--- src/shared/dpb_cfg.svh ---
// Constants for the parameter block decoder and its host end.
// Assumes byte-wide memory reads with a valid/ready handshake.
`ifndef DPB_CFG_SVH
`define DPB_CFG_SVH
`define DPB_BLOCK_LEN 3'h7
`define DPB_MAX_TRACK 8'h4c
`define DPB_MAX_SECTOR 8'h34
`define DPB_SECTOR_BYTES 16'h0080
`define DPB_CW_RANDOM 6
`define DPB_CW_INT_HI 5
`define DPB_CW_INT_LO 4
`define DPB_CW_WORDLEN 3
`define DPB_OP_WORDLEN 3
`define DPB_OP_CODE_HI 2
`define DPB_OP_UNIT_HI 5
`define DPB_OP_UNIT_LO 4
`define DPB_SEC_HI 5
`define DPB_ERR_NOTRDY 7
`define DPB_ERR_WRFAULT 6
`define DPB_ERR_WRPROT 5
`define DPB_ERR_OVERRUN 4
`define DPB_ERR_ADDR 3
`define DPB_ERR_SEEK 2
`define DPB_ERR_CRC 1
`define DPB_ERR_DELETED 0
`define DPB_INT_ALL 2'h0
`define DPB_INT_NONE 2'h1
`define DPB_INT_ILLEGAL 2'h3
`define DPB_APB_CMD 12'h000
`define DPB_APB_STATUS 12'h004
`define DPB_APB_RESULT 12'h008
`define DPB_APB_FIELDS 12'h00c
`endif

--- src/shared/dpb_pkg.sv ---
// Types used by the decoder end of the parameter block link and by its bench.
// Assumes dpb_cfg.svh supplies all numeric constants.
package dpb_pkg;
    typedef enum logic [2:0] {
        DPB_OP_NOP = 3'h0,
        DPB_OP_SEEK = 3'h1,
        DPB_OP_FORMAT = 3'h2,
        DPB_OP_RECAL = 3'h3,
        DPB_OP_READ = 3'h4,
        DPB_OP_VERIFY = 3'h5,
        DPB_OP_WRITE = 3'h6,
        DPB_OP_WRDEL = 3'h7
    } dpb_op_t;
    typedef enum logic [2:0] {
        DPB_IDLE = 3'h0,
        DPB_FETCH = 3'h1,
        DPB_WAIT = 3'h3,
        DPB_CHECK = 3'h2,
        DPB_BUSY = 3'h6
    } dpb_state_t;
endpackage

--- src/shared/dpb_if.sv ---
// Link between the host memory side and the parameter block decoder.
// Assumes one clock; memory answers one byte per handshake.
`timescale 1ns/100ps
interface dpb_if (
    input wire logic clk,
    input wire logic rst_n
);
    logic start;
    logic [15:0] start_ptr;
    logic mem_req;
    logic [15:0] mem_addr;
    logic mem_ack;
    logic [7:0] mem_data;
    logic result_rd;
    logic [7:0] result_byte;
    modport device (
        input clk, rst_n, start, start_ptr, mem_ack, mem_data, result_rd,
        output mem_req, mem_addr, result_byte
    );
    modport host (
        input clk, rst_n, mem_req, mem_addr, result_byte,
        output start, start_ptr, mem_ack, mem_data, result_rd
    );
endinterface

--- src/rtl/dpb_decoder.sv ---
// Parameter block fetcher and decoder, with error byte assembly.
// Assumes the host end answers each memory request with one byte.
//
// Functional notes
// - Start pointer begins block fetch
// - Seven bytes in fixed order
// - Control bit 6 picks format numbering
// - Control bits 5:4 gate completion interrupt
// - Host sets word length bit
// - Opcode word length matches control
// - Opcode bits 5:4 select drive
// - Opcode bits 2:0 select operation
// - Host keeps count within 52
// - Track valid 0 to 4C
// - Sector bits 5:0, 1 to 34
// - Buffer pointer from bytes 6, 7
// - Error byte returned on result read
// - Bit 7 drive not ready
// - Bit 6 drive write fault
// - Bit 5 write protect on writes
// - Bit 4 lost byte transfer
// - Bit 3 address error
// - Bit 2 seek error
// - Bit 1 data check mismatch
// - Bit 0 deleted mark seen
// - Compound error bit patterns
// - Buffer spans count times 128
`timescale 1ns/100ps
`include "dpb_cfg.svh"
module dpb_decoder (
    dpb_if.device LINK,
    input wire logic DRV_NOT_READY,
    input wire logic DRV_WRITE_FAULT,
    input wire logic DRV_WRITE_PROTECT,
    input wire logic DRV_XFER_REQ,
    input wire logic DRV_XFER_DONE,
    input wire logic DRV_SEEK_MISS,
    input wire logic DRV_CRC_MISS,
    input wire logic DRV_DELETED_MARK,
    input wire logic DRV_ID_CRC_MISS,
    input wire logic DRV_NO_ADDR_MARK,
    input wire logic DRV_NO_DATA_MARK,
    input wire logic OP_DONE,
    output logic BUSY,
    output logic DECODED,
    output dpb_pkg::dpb_op_t OPERATION,
    output logic [1:0] DRIVE,
    output logic RANDOM_FORMAT,
    output logic INT_ENABLE,
    output logic INT_ILLEGAL,
    output logic WORD16,
    output logic [7:0] RECORD_COUNT,
    output logic [7:0] TRACK,
    output logic [5:0] SECTOR,
    output logic [15:0] BUFFER_ADDR,
    output logic [15:0] BUFFER_BYTES
);
    dpb_pkg::dpb_state_t state_reg, state_next;
    logic [2:0] idx_reg, idx_next;
    logic [15:0] ptr_reg, ptr_next;
    logic [7:0] blk_reg [0:6];
    logic [7:0] blk_next [0:6];
    logic [7:0] err_reg, err_next;
    logic pend_reg, pend_next;
    logic dec_reg, dec_next;
    logic addr_bad;
    logic is_write;
    logic is_rdver;
    logic [7:0] sec_num;

    assign sec_num = {2'h0, blk_reg[4][`DPB_SEC_HI:0]};
    assign addr_bad = (blk_reg[3] > `DPB_MAX_TRACK) || (sec_num == 8'h00)
        || (sec_num > `DPB_MAX_SECTOR)
        || ((9'(sec_num) + 9'(blk_reg[2])) > 9'(`DPB_MAX_SECTOR));
    assign is_write = (OPERATION == dpb_pkg::DPB_OP_FORMAT)
        || (OPERATION == dpb_pkg::DPB_OP_WRITE) || (OPERATION == dpb_pkg::DPB_OP_WRDEL);
    assign is_rdver = (OPERATION == dpb_pkg::DPB_OP_READ)
        || (OPERATION == dpb_pkg::DPB_OP_VERIFY);

    always_comb begin
        state_next = state_reg;
        idx_next = idx_reg;
        ptr_next = ptr_reg;
        err_next = err_reg;
        pend_next = pend_reg;
        dec_next = dec_reg;
        for (int i = 0; i < 7; i++) begin
            blk_next[i] = blk_reg[i];
        end
        case (state_reg)
            dpb_pkg::DPB_IDLE: begin
                if (LINK.start) begin
                    ptr_next = LINK.start_ptr;
                    idx_next = 3'h0;
                    err_next = 8'h00;
                    dec_next = 1'b0;
                    state_next = dpb_pkg::DPB_FETCH;
                end
            end
            dpb_pkg::DPB_FETCH: begin
                if (LINK.mem_ack) begin
                    blk_next[idx_reg] = LINK.mem_data;
                    ptr_next = ptr_reg + 16'h0001;
                    idx_next = idx_reg + 3'h1;
                    if (idx_reg == `DPB_BLOCK_LEN - 3'h1) begin
                        state_next = dpb_pkg::DPB_WAIT;
                    end
                end
            end
            dpb_pkg::DPB_WAIT: begin
                state_next = dpb_pkg::DPB_CHECK;
            end
            dpb_pkg::DPB_CHECK: begin
                dec_next = 1'b1;
                err_next[`DPB_ERR_ADDR] = addr_bad;
                state_next = addr_bad ? dpb_pkg::DPB_IDLE : dpb_pkg::DPB_BUSY;
            end
            dpb_pkg::DPB_BUSY: begin
                if (DRV_NOT_READY) begin
                    err_next[`DPB_ERR_NOTRDY] = 1'b1;
                end
                if (DRV_WRITE_FAULT && is_write) begin
                    err_next[`DPB_ERR_WRFAULT] = 1'b1;
                end
                if (DRV_WRITE_PROTECT && is_write) begin
                    err_next[`DPB_ERR_WRPROT] = 1'b1;
                end
                if (DRV_XFER_REQ && pend_reg && !DRV_XFER_DONE) begin
                    err_next[`DPB_ERR_OVERRUN] = 1'b1;
                end
                if (DRV_XFER_REQ) begin
                    pend_next = 1'b1;
                end else if (DRV_XFER_DONE) begin
                    pend_next = 1'b0;
                end
                if (DRV_SEEK_MISS) begin
                    err_next[`DPB_ERR_SEEK] = 1'b1;
                end
                if (DRV_CRC_MISS && is_rdver) begin
                    err_next[`DPB_ERR_CRC] = 1'b1;
                end
                if (DRV_DELETED_MARK && is_rdver) begin
                    err_next[`DPB_ERR_DELETED] = 1'b1;
                end
                if (DRV_ID_CRC_MISS) begin
                    err_next[`DPB_ERR_ADDR] = 1'b1;
                    err_next[`DPB_ERR_CRC] = 1'b1;
                end
                if (DRV_NO_ADDR_MARK) begin
                    err_next[`DPB_ERR_ADDR] = 1'b1;
                    err_next[`DPB_ERR_SEEK] = 1'b1;
                    err_next[`DPB_ERR_CRC] = 1'b1;
                end
                if (DRV_NO_DATA_MARK) begin
                    err_next[`DPB_ERR_ADDR] = 1'b1;
                    err_next[`DPB_ERR_SEEK] = 1'b1;
                    err_next[`DPB_ERR_CRC] = 1'b1;
                    err_next[`DPB_ERR_DELETED] = 1'b1;
                end
                if (OP_DONE) begin
                    pend_next = 1'b0;
                    state_next = dpb_pkg::DPB_IDLE;
                end
            end
            default: begin
                state_next = dpb_pkg::DPB_IDLE;
            end
        endcase
    end

    always_ff @(posedge LINK.clk or negedge LINK.rst_n) begin
        if (!LINK.rst_n) begin
            state_reg <= dpb_pkg::DPB_IDLE;
            idx_reg <= 3'h0;
            ptr_reg <= 16'h0000;
            err_reg <= 8'h00;
            pend_reg <= 1'b0;
            dec_reg <= 1'b0;
            for (int i = 0; i < 7; i++) begin
                blk_reg[i] <= 8'h00;
            end
        end else begin
            state_reg <= state_next;
            idx_reg <= idx_next;
            ptr_reg <= ptr_next;
            err_reg <= err_next;
            pend_reg <= pend_next;
            dec_reg <= dec_next;
            for (int i = 0; i < 7; i++) begin
                blk_reg[i] <= blk_next[i];
            end
        end
    end

    assign LINK.mem_req = (state_reg == dpb_pkg::DPB_FETCH);
    assign LINK.mem_addr = ptr_reg;
    assign LINK.result_byte = err_reg;
    assign BUSY = (state_reg != dpb_pkg::DPB_IDLE);
    assign DECODED = dec_reg;
    assign OPERATION = dpb_pkg::dpb_op_t'(blk_reg[1][`DPB_OP_CODE_HI:0]);
    assign DRIVE = blk_reg[1][`DPB_OP_UNIT_HI:`DPB_OP_UNIT_LO];
    assign RANDOM_FORMAT = blk_reg[0][`DPB_CW_RANDOM];
    assign INT_ENABLE = (blk_reg[0][`DPB_CW_INT_HI:`DPB_CW_INT_LO] == `DPB_INT_ALL);
    assign INT_ILLEGAL = (blk_reg[0][`DPB_CW_INT_HI:`DPB_CW_INT_LO] == `DPB_INT_ILLEGAL);
    assign WORD16 = blk_reg[0][`DPB_CW_WORDLEN];
    assign RECORD_COUNT = blk_reg[2];
    assign TRACK = blk_reg[3];
    assign SECTOR = blk_reg[4][`DPB_SEC_HI:0];
    assign BUFFER_ADDR = {blk_reg[6], blk_reg[5]};
    assign BUFFER_BYTES = 16'(blk_reg[2] * `DPB_SECTOR_BYTES);
endmodule

--- src/flat_wrapper.sv ---
// flat-port wrapper written by rule: the top's interface ports become plain ports
module dpb_decoder_flat 
  (DRV_NOT_READY, DRV_WRITE_FAULT, DRV_WRITE_PROTECT, DRV_XFER_REQ, DRV_XFER_DONE, DRV_SEEK_MISS, DRV_CRC_MISS, DRV_DELETED_MARK, DRV_ID_CRC_MISS, DRV_NO_ADDR_MARK, DRV_NO_DATA_MARK, OP_DONE, BUSY, DECODED, OPERATION, DRIVE, RANDOM_FORMAT, INT_ENABLE, INT_ILLEGAL, WORD16, RECORD_COUNT, TRACK, SECTOR, BUFFER_ADDR, BUFFER_BYTES, clk, rst_n, LINK_start, LINK_start_ptr, LINK_mem_ack, LINK_mem_data, LINK_result_rd, LINK_mem_req, LINK_mem_addr, LINK_result_byte);
  dpb_if LINK_i (.clk(clk), .rst_n(rst_n));
  input wire logic DRV_NOT_READY;
  input wire logic DRV_WRITE_FAULT;
  input wire logic DRV_WRITE_PROTECT;
  input wire logic DRV_XFER_REQ;
  input wire logic DRV_XFER_DONE;
  input wire logic DRV_SEEK_MISS;
  input wire logic DRV_CRC_MISS;
  input wire logic DRV_DELETED_MARK;
  input wire logic DRV_ID_CRC_MISS;
  input wire logic DRV_NO_ADDR_MARK;
  input wire logic DRV_NO_DATA_MARK;
  input wire logic OP_DONE;
  output logic BUSY;
  output logic DECODED;
  output dpb_pkg::dpb_op_t OPERATION;
  output logic [1:0] DRIVE;
  output logic RANDOM_FORMAT;
  output logic INT_ENABLE;
  output logic INT_ILLEGAL;
  output logic WORD16;
  output logic [7:0] RECORD_COUNT;
  output logic [7:0] TRACK;
  output logic [5:0] SECTOR;
  output logic [15:0] BUFFER_ADDR;
  output logic [15:0] BUFFER_BYTES;
  input wire logic clk;
  input wire logic rst_n;
  input wire logic [$bits(LINK_i.start)-1:0] LINK_start;
  input wire logic [$bits(LINK_i.start_ptr)-1:0] LINK_start_ptr;
  input wire logic [$bits(LINK_i.mem_ack)-1:0] LINK_mem_ack;
  input wire logic [$bits(LINK_i.mem_data)-1:0] LINK_mem_data;
  input wire logic [$bits(LINK_i.result_rd)-1:0] LINK_result_rd;
  output wire logic [$bits(LINK_i.mem_req)-1:0] LINK_mem_req;
  output wire logic [$bits(LINK_i.mem_addr)-1:0] LINK_mem_addr;
  output wire logic [$bits(LINK_i.result_byte)-1:0] LINK_result_byte;
  assign LINK_i.start = LINK_start;
  assign LINK_i.start_ptr = LINK_start_ptr;
  assign LINK_i.mem_ack = LINK_mem_ack;
  assign LINK_i.mem_data = LINK_mem_data;
  assign LINK_i.result_rd = LINK_result_rd;
  assign LINK_mem_req = LINK_i.mem_req;
  assign LINK_mem_addr = LINK_i.mem_addr;
  assign LINK_result_byte = LINK_i.result_byte;
  dpb_decoder u_core (.LINK(LINK_i), .DRV_NOT_READY(DRV_NOT_READY), .DRV_WRITE_FAULT(DRV_WRITE_FAULT), .DRV_WRITE_PROTECT(DRV_WRITE_PROTECT), .DRV_XFER_REQ(DRV_XFER_REQ), .DRV_XFER_DONE(DRV_XFER_DONE), .DRV_SEEK_MISS(DRV_SEEK_MISS), .DRV_CRC_MISS(DRV_CRC_MISS), .DRV_DELETED_MARK(DRV_DELETED_MARK), .DRV_ID_CRC_MISS(DRV_ID_CRC_MISS), .DRV_NO_ADDR_MARK(DRV_NO_ADDR_MARK), .DRV_NO_DATA_MARK(DRV_NO_DATA_MARK), .OP_DONE(OP_DONE), .BUSY(BUSY), .DECODED(DECODED), .OPERATION(OPERATION), .DRIVE(DRIVE), .RANDOM_FORMAT(RANDOM_FORMAT), .INT_ENABLE(INT_ENABLE), .INT_ILLEGAL(INT_ILLEGAL), .WORD16(WORD16), .RECORD_COUNT(RECORD_COUNT), .TRACK(TRACK), .SECTOR(SECTOR), .BUFFER_ADDR(BUFFER_ADDR), .BUFFER_BYTES(BUFFER_BYTES));
endmodule
--- config.mk ---
export PLATFORM = sky130hd
export DESIGN_NAME = dpb_decoder_flat
export DESIGN_NICKNAME = d
export VERILOG_FILES = /design/src/shared/dpb_pkg.sv /design/src/shared/dpb_if.sv /design/src/rtl/dpb_decoder.sv /design/src/flat_wrapper.sv
export VERILOG_INCLUDE_DIRS = /design/src /design/src/shared
export SDC_FILE = /design/constraint.sdc
export NUM_CORES = 1
export LEC_CHECK = 0
export BUFFER_PORTS_ARGS = -buffer_cell sky130_fd_sc_hd__buf_2
export CORE_ASPECT_RATIO = 1.25
export CORE_MARGIN = 2
export CORE_UTILIZATION = 40
export CTS_CLUSTER_DIAMETER = 30
export DETAILED_ROUTE_END_ITERATION = 10
export GPL_TIMING_DRIVEN = 0
export SLEW_MARGIN = 10
export SYNTH_ARGS = -nofsm -noshare
export SYNTH_HDL_FRONTEND = slang
export SYNTH_SLANG_ARGS = --single-unit
--- constraint.sdc ---
create_clock -name clk -period 4.5 [get_ports clk]
set_input_delay 0.675 -clock clk [delete_from_list [all_inputs] [get_ports clk]]
set_output_delay 0.675 -clock clk [all_outputs]
set_load 0.01 [all_outputs]
==> flow_summary.json <==
{
  "antenna_cells": 0,
  "drc": 0,
  "switching_share_pct": 37.7,
  "worstSetupStartpointType": "register",
  "rows": 42,
  "worst_ep_required_time_ns": 3.83,
  "cellPowerDensity_nw_per_um2": 749,
  "power_frac_comb_pct": 47.7,
  "grt_first_pass_wirelength_um": 16700,
  "crit_path_top_delay_cell": "clkbuf_1",
  "yosys-top-cells-area": "dfrtp_1, mux2_2, buf_4",
  "dp_hpwl_um": 7640,
  "cts_hold_buf": 0,
  "arrival_ns": 1.82,
  "fp.dieH_um": 120,
  "first_pass_iters": 6,
  "worstSetupPathType": "register to output port",
  "r2r_cells": 7,
  "fin_worst_skew_ns": 0.00531,
  "min_period_over_period_pct": 55.5,
  "yosysUniqueCellTypes": 57,
  "netlist.area_leader.share_pct": 46.1,
  "portBuffers": 121,
  "rsz0062_at_grt": "no",
  "yosysTopAreaCell": "dfrtp_1",
  "cap_violations": 0,
  "fin_crit_ns": 2.50,
  "final_common_cell": "buf_2",
  "switchingPower_w": 0.00154,
  "finalHoldViolations": 0,
  "vias": 3418,
  "place_congestion": 0.834,
  "cp_max_fo": 10,
  "antenna_found_initial": 0,
  "slowest_delay_ns": 0.40,
  "synth_adder_area_share_pct": 3.09,
  "final_cell_mix": "buf_2, dfrtp_1, buf_4, mux2_2, a21oi_1",
  "ioPinCount": 131,
  "power.leakage_nw": 2.77,
  "synthArstFlopShare_pct": 100,
  "slew_headroom_pct": 52.8,
  "syn-mean-instance-area_sq_um": 10.5,
  "path_delay_family": "buffers and inverters",
  "clkTransAtPathRegs_ns": 0.06,
  "min_path_type": "input pin to asynchronous set/reset pin",
  "drt_wl_total_um": 10200,
  "grt_start_max_net_pins": 45,
  "grt-ovfl-total": 0,
  "htreeDepth": 3,
  "muxShareOfSynthArea_pct": 12.3,
  "outcome": "finished clean",
  "placed_cell_area_sq_um": 5110,
  "cts.repair.resized": 0,
  "final_nets": 599,
  "final_cell_area_sq_um": 5460,
  "yosys_register_bits": 79,
  "peakVddDrop_uv": 293,
  "fillers": 1004,
  "intPower_w": 0.00255,
  "syn_inst": 408,
  "cts_buffer_depth": 2,
  "clk_latency_ns": 0.34,
  "drv_slew": 0,
  "timing.critical_path.buf_inv": 4,
  "synth_area_sq_um": 4290,
  "syn_to_final_growth_pct": 27.2,
  "synth_compound_gate_area_share_pct": 12.4,
  "synth_edf_count": 0,
  "cts_buffers": 9,
  "die_area_sq_um": 11600,
  "p_clk_share_pct": 20.4,
  "synth_xor_area_share_pct": 1.22,
  "drt_iter0_drc": 169,
  "power.share.sequential_pct": 31.9,
  "clock_sink_count": 79,
  "cts_tree": "yes",
  "grt_pass1_vias": 3374,
  "synthSimpleGateAreaFrac_pct": 12.2,
  "grt_usage_pct": 18.2,
  "path_cells": "buf_6, nor2_4, nand2_4, inv_2, clkbuf_1, buf_2",
  "core_sq_um": 10500,
  "setup_violations": 0,
  "crit_path_end_kind": "output port",
  "tightest_slew_ns": 0.704,
  "ys_seq_area_share_pct": 46.1,
  "start_util_pct": 40.8,
  "crit_cells": 6,
  "drt-wirelength-per-cell_um": 14.9,
  "die_w_um": 96.6,
  "cts-root-buf": "clkbuf_16",
  "tns_ns": 0,
  "synth_top_family_by_area": "buffers and inverters",
  "drive_above_1_share_pct": 47.2,
  "drtAntennaViolNets": 0,
  "cts_setup_buffers": 0,
  "vias_per_cell": 4.99,
  "synth_ff_type": "dfrtp_1",
  "fmax_ghz": 0.401,
  "yosysWarnings": 0
}
worst paths after layout:
kind / from / end / slack (ns)
worst max-delay path: u_core.state_reg[2] / LINK_mem_req / 2.00
worst min register to register: u_core.pend_reg / u_core.pend_reg / 0.48
worst max register to register: u_core.SECTOR[0] / u_core.LINK.result_byte[3] / 2.04
worst min-delay path: rst_n / u_core.LINK.mem_addr[12] / 0.30
max in group asynchronous: rst_n / u_core.SECTOR[5] / 3.59
min in group clk: u_core.pend_reg / u_core.pend_reg / 0.48
routing by layer:
| layer | vias up | global-route usage, % | wire [um] | share of wire [%] |
|---|---|---|---|---|
| li1 | 1657 | - | - | - |
| met1 | 1625 | 22.7 | 4260 | 42 |
| met2 | 116 | 30.5 | 5140 | 50 |
| met3 | 20 | 3.49 | 538 | 5.3 |
| met4 | 0 | 8.63 | 262 | 2.6 |
| met5 | - | 0 | 0 | 0 |
cell families after synthesis:
family,after synthesis
mux,47
compound gates,89
other cells,1
buf+inv,80
xor+xnor,6
flops,79
fa+ha+maj,10
simple gates,96
synthesized netlist by cell type, types with 2 or more instances:
cell and number:
dfrtp_1 79, buf_4 59, mux2_2 47, a21oi_1 38, nand2_1 32, o21ai_0 19, nor2_1 17, nand3_1 10
ha_1 9, clkbuf_1 7, inv_1 7, o22ai_1 7, a21o_1 5, xor2_1 5, and2_1 4, and3_1 4
buf_2 4, nand4_1 4, nor3_1 4, a22o_1 2, a31oi_1 2, buf_6 2, nand2b_1 2, nor2_2 2
nor2b_1 2, nor4_1 2, o211ai_1 2, or4_1 2
final cells by class:
class	instances	area, sq um	area share (%)
sequential	79	1980	36.2
multi-input combinational	256	1800	33.0
timing repair buffer	122	628	11.5
buffer	72	512	9.38
clock buffer	9	225	4.13
tap	132	165	3.03
clock inverter	7	121	2.22
inverter	8	30.0	0.550
power by group through the flow:
stage / sequential [W] / clock (W) / combinational (W)
after CTS: 0.00130 / 0.000853 / 0.00198
after detailed placement: 0.00131 / 0 / 0.00197
after global placement: 0.00130 / 0 / 0.00193
after global routing: 0.00135 / 0.000882 / 0.00217
after floorplan: 0.00127 / 0 / 0.00137
final: 0.00130 / 0.000835 / 0.00195
metrics by stage:
stage               utilization [%]  cells  setup WS [ns]  total power, W  hold slack (ns)
global placement               48.4    668           2.08         0.00323            0.467
CTS                            51.9    685           1.97         0.00414            0.320
finish                         51.9    685           2.00         0.00409            0.300
detailed placement             48.6    669           2.05         0.00329            0.480
global route                   51.9    685           1.91         0.00440            0.340
floorplan                         -    415           2.22         0.00265            0.379
Power figures use the tool's default switching activity.
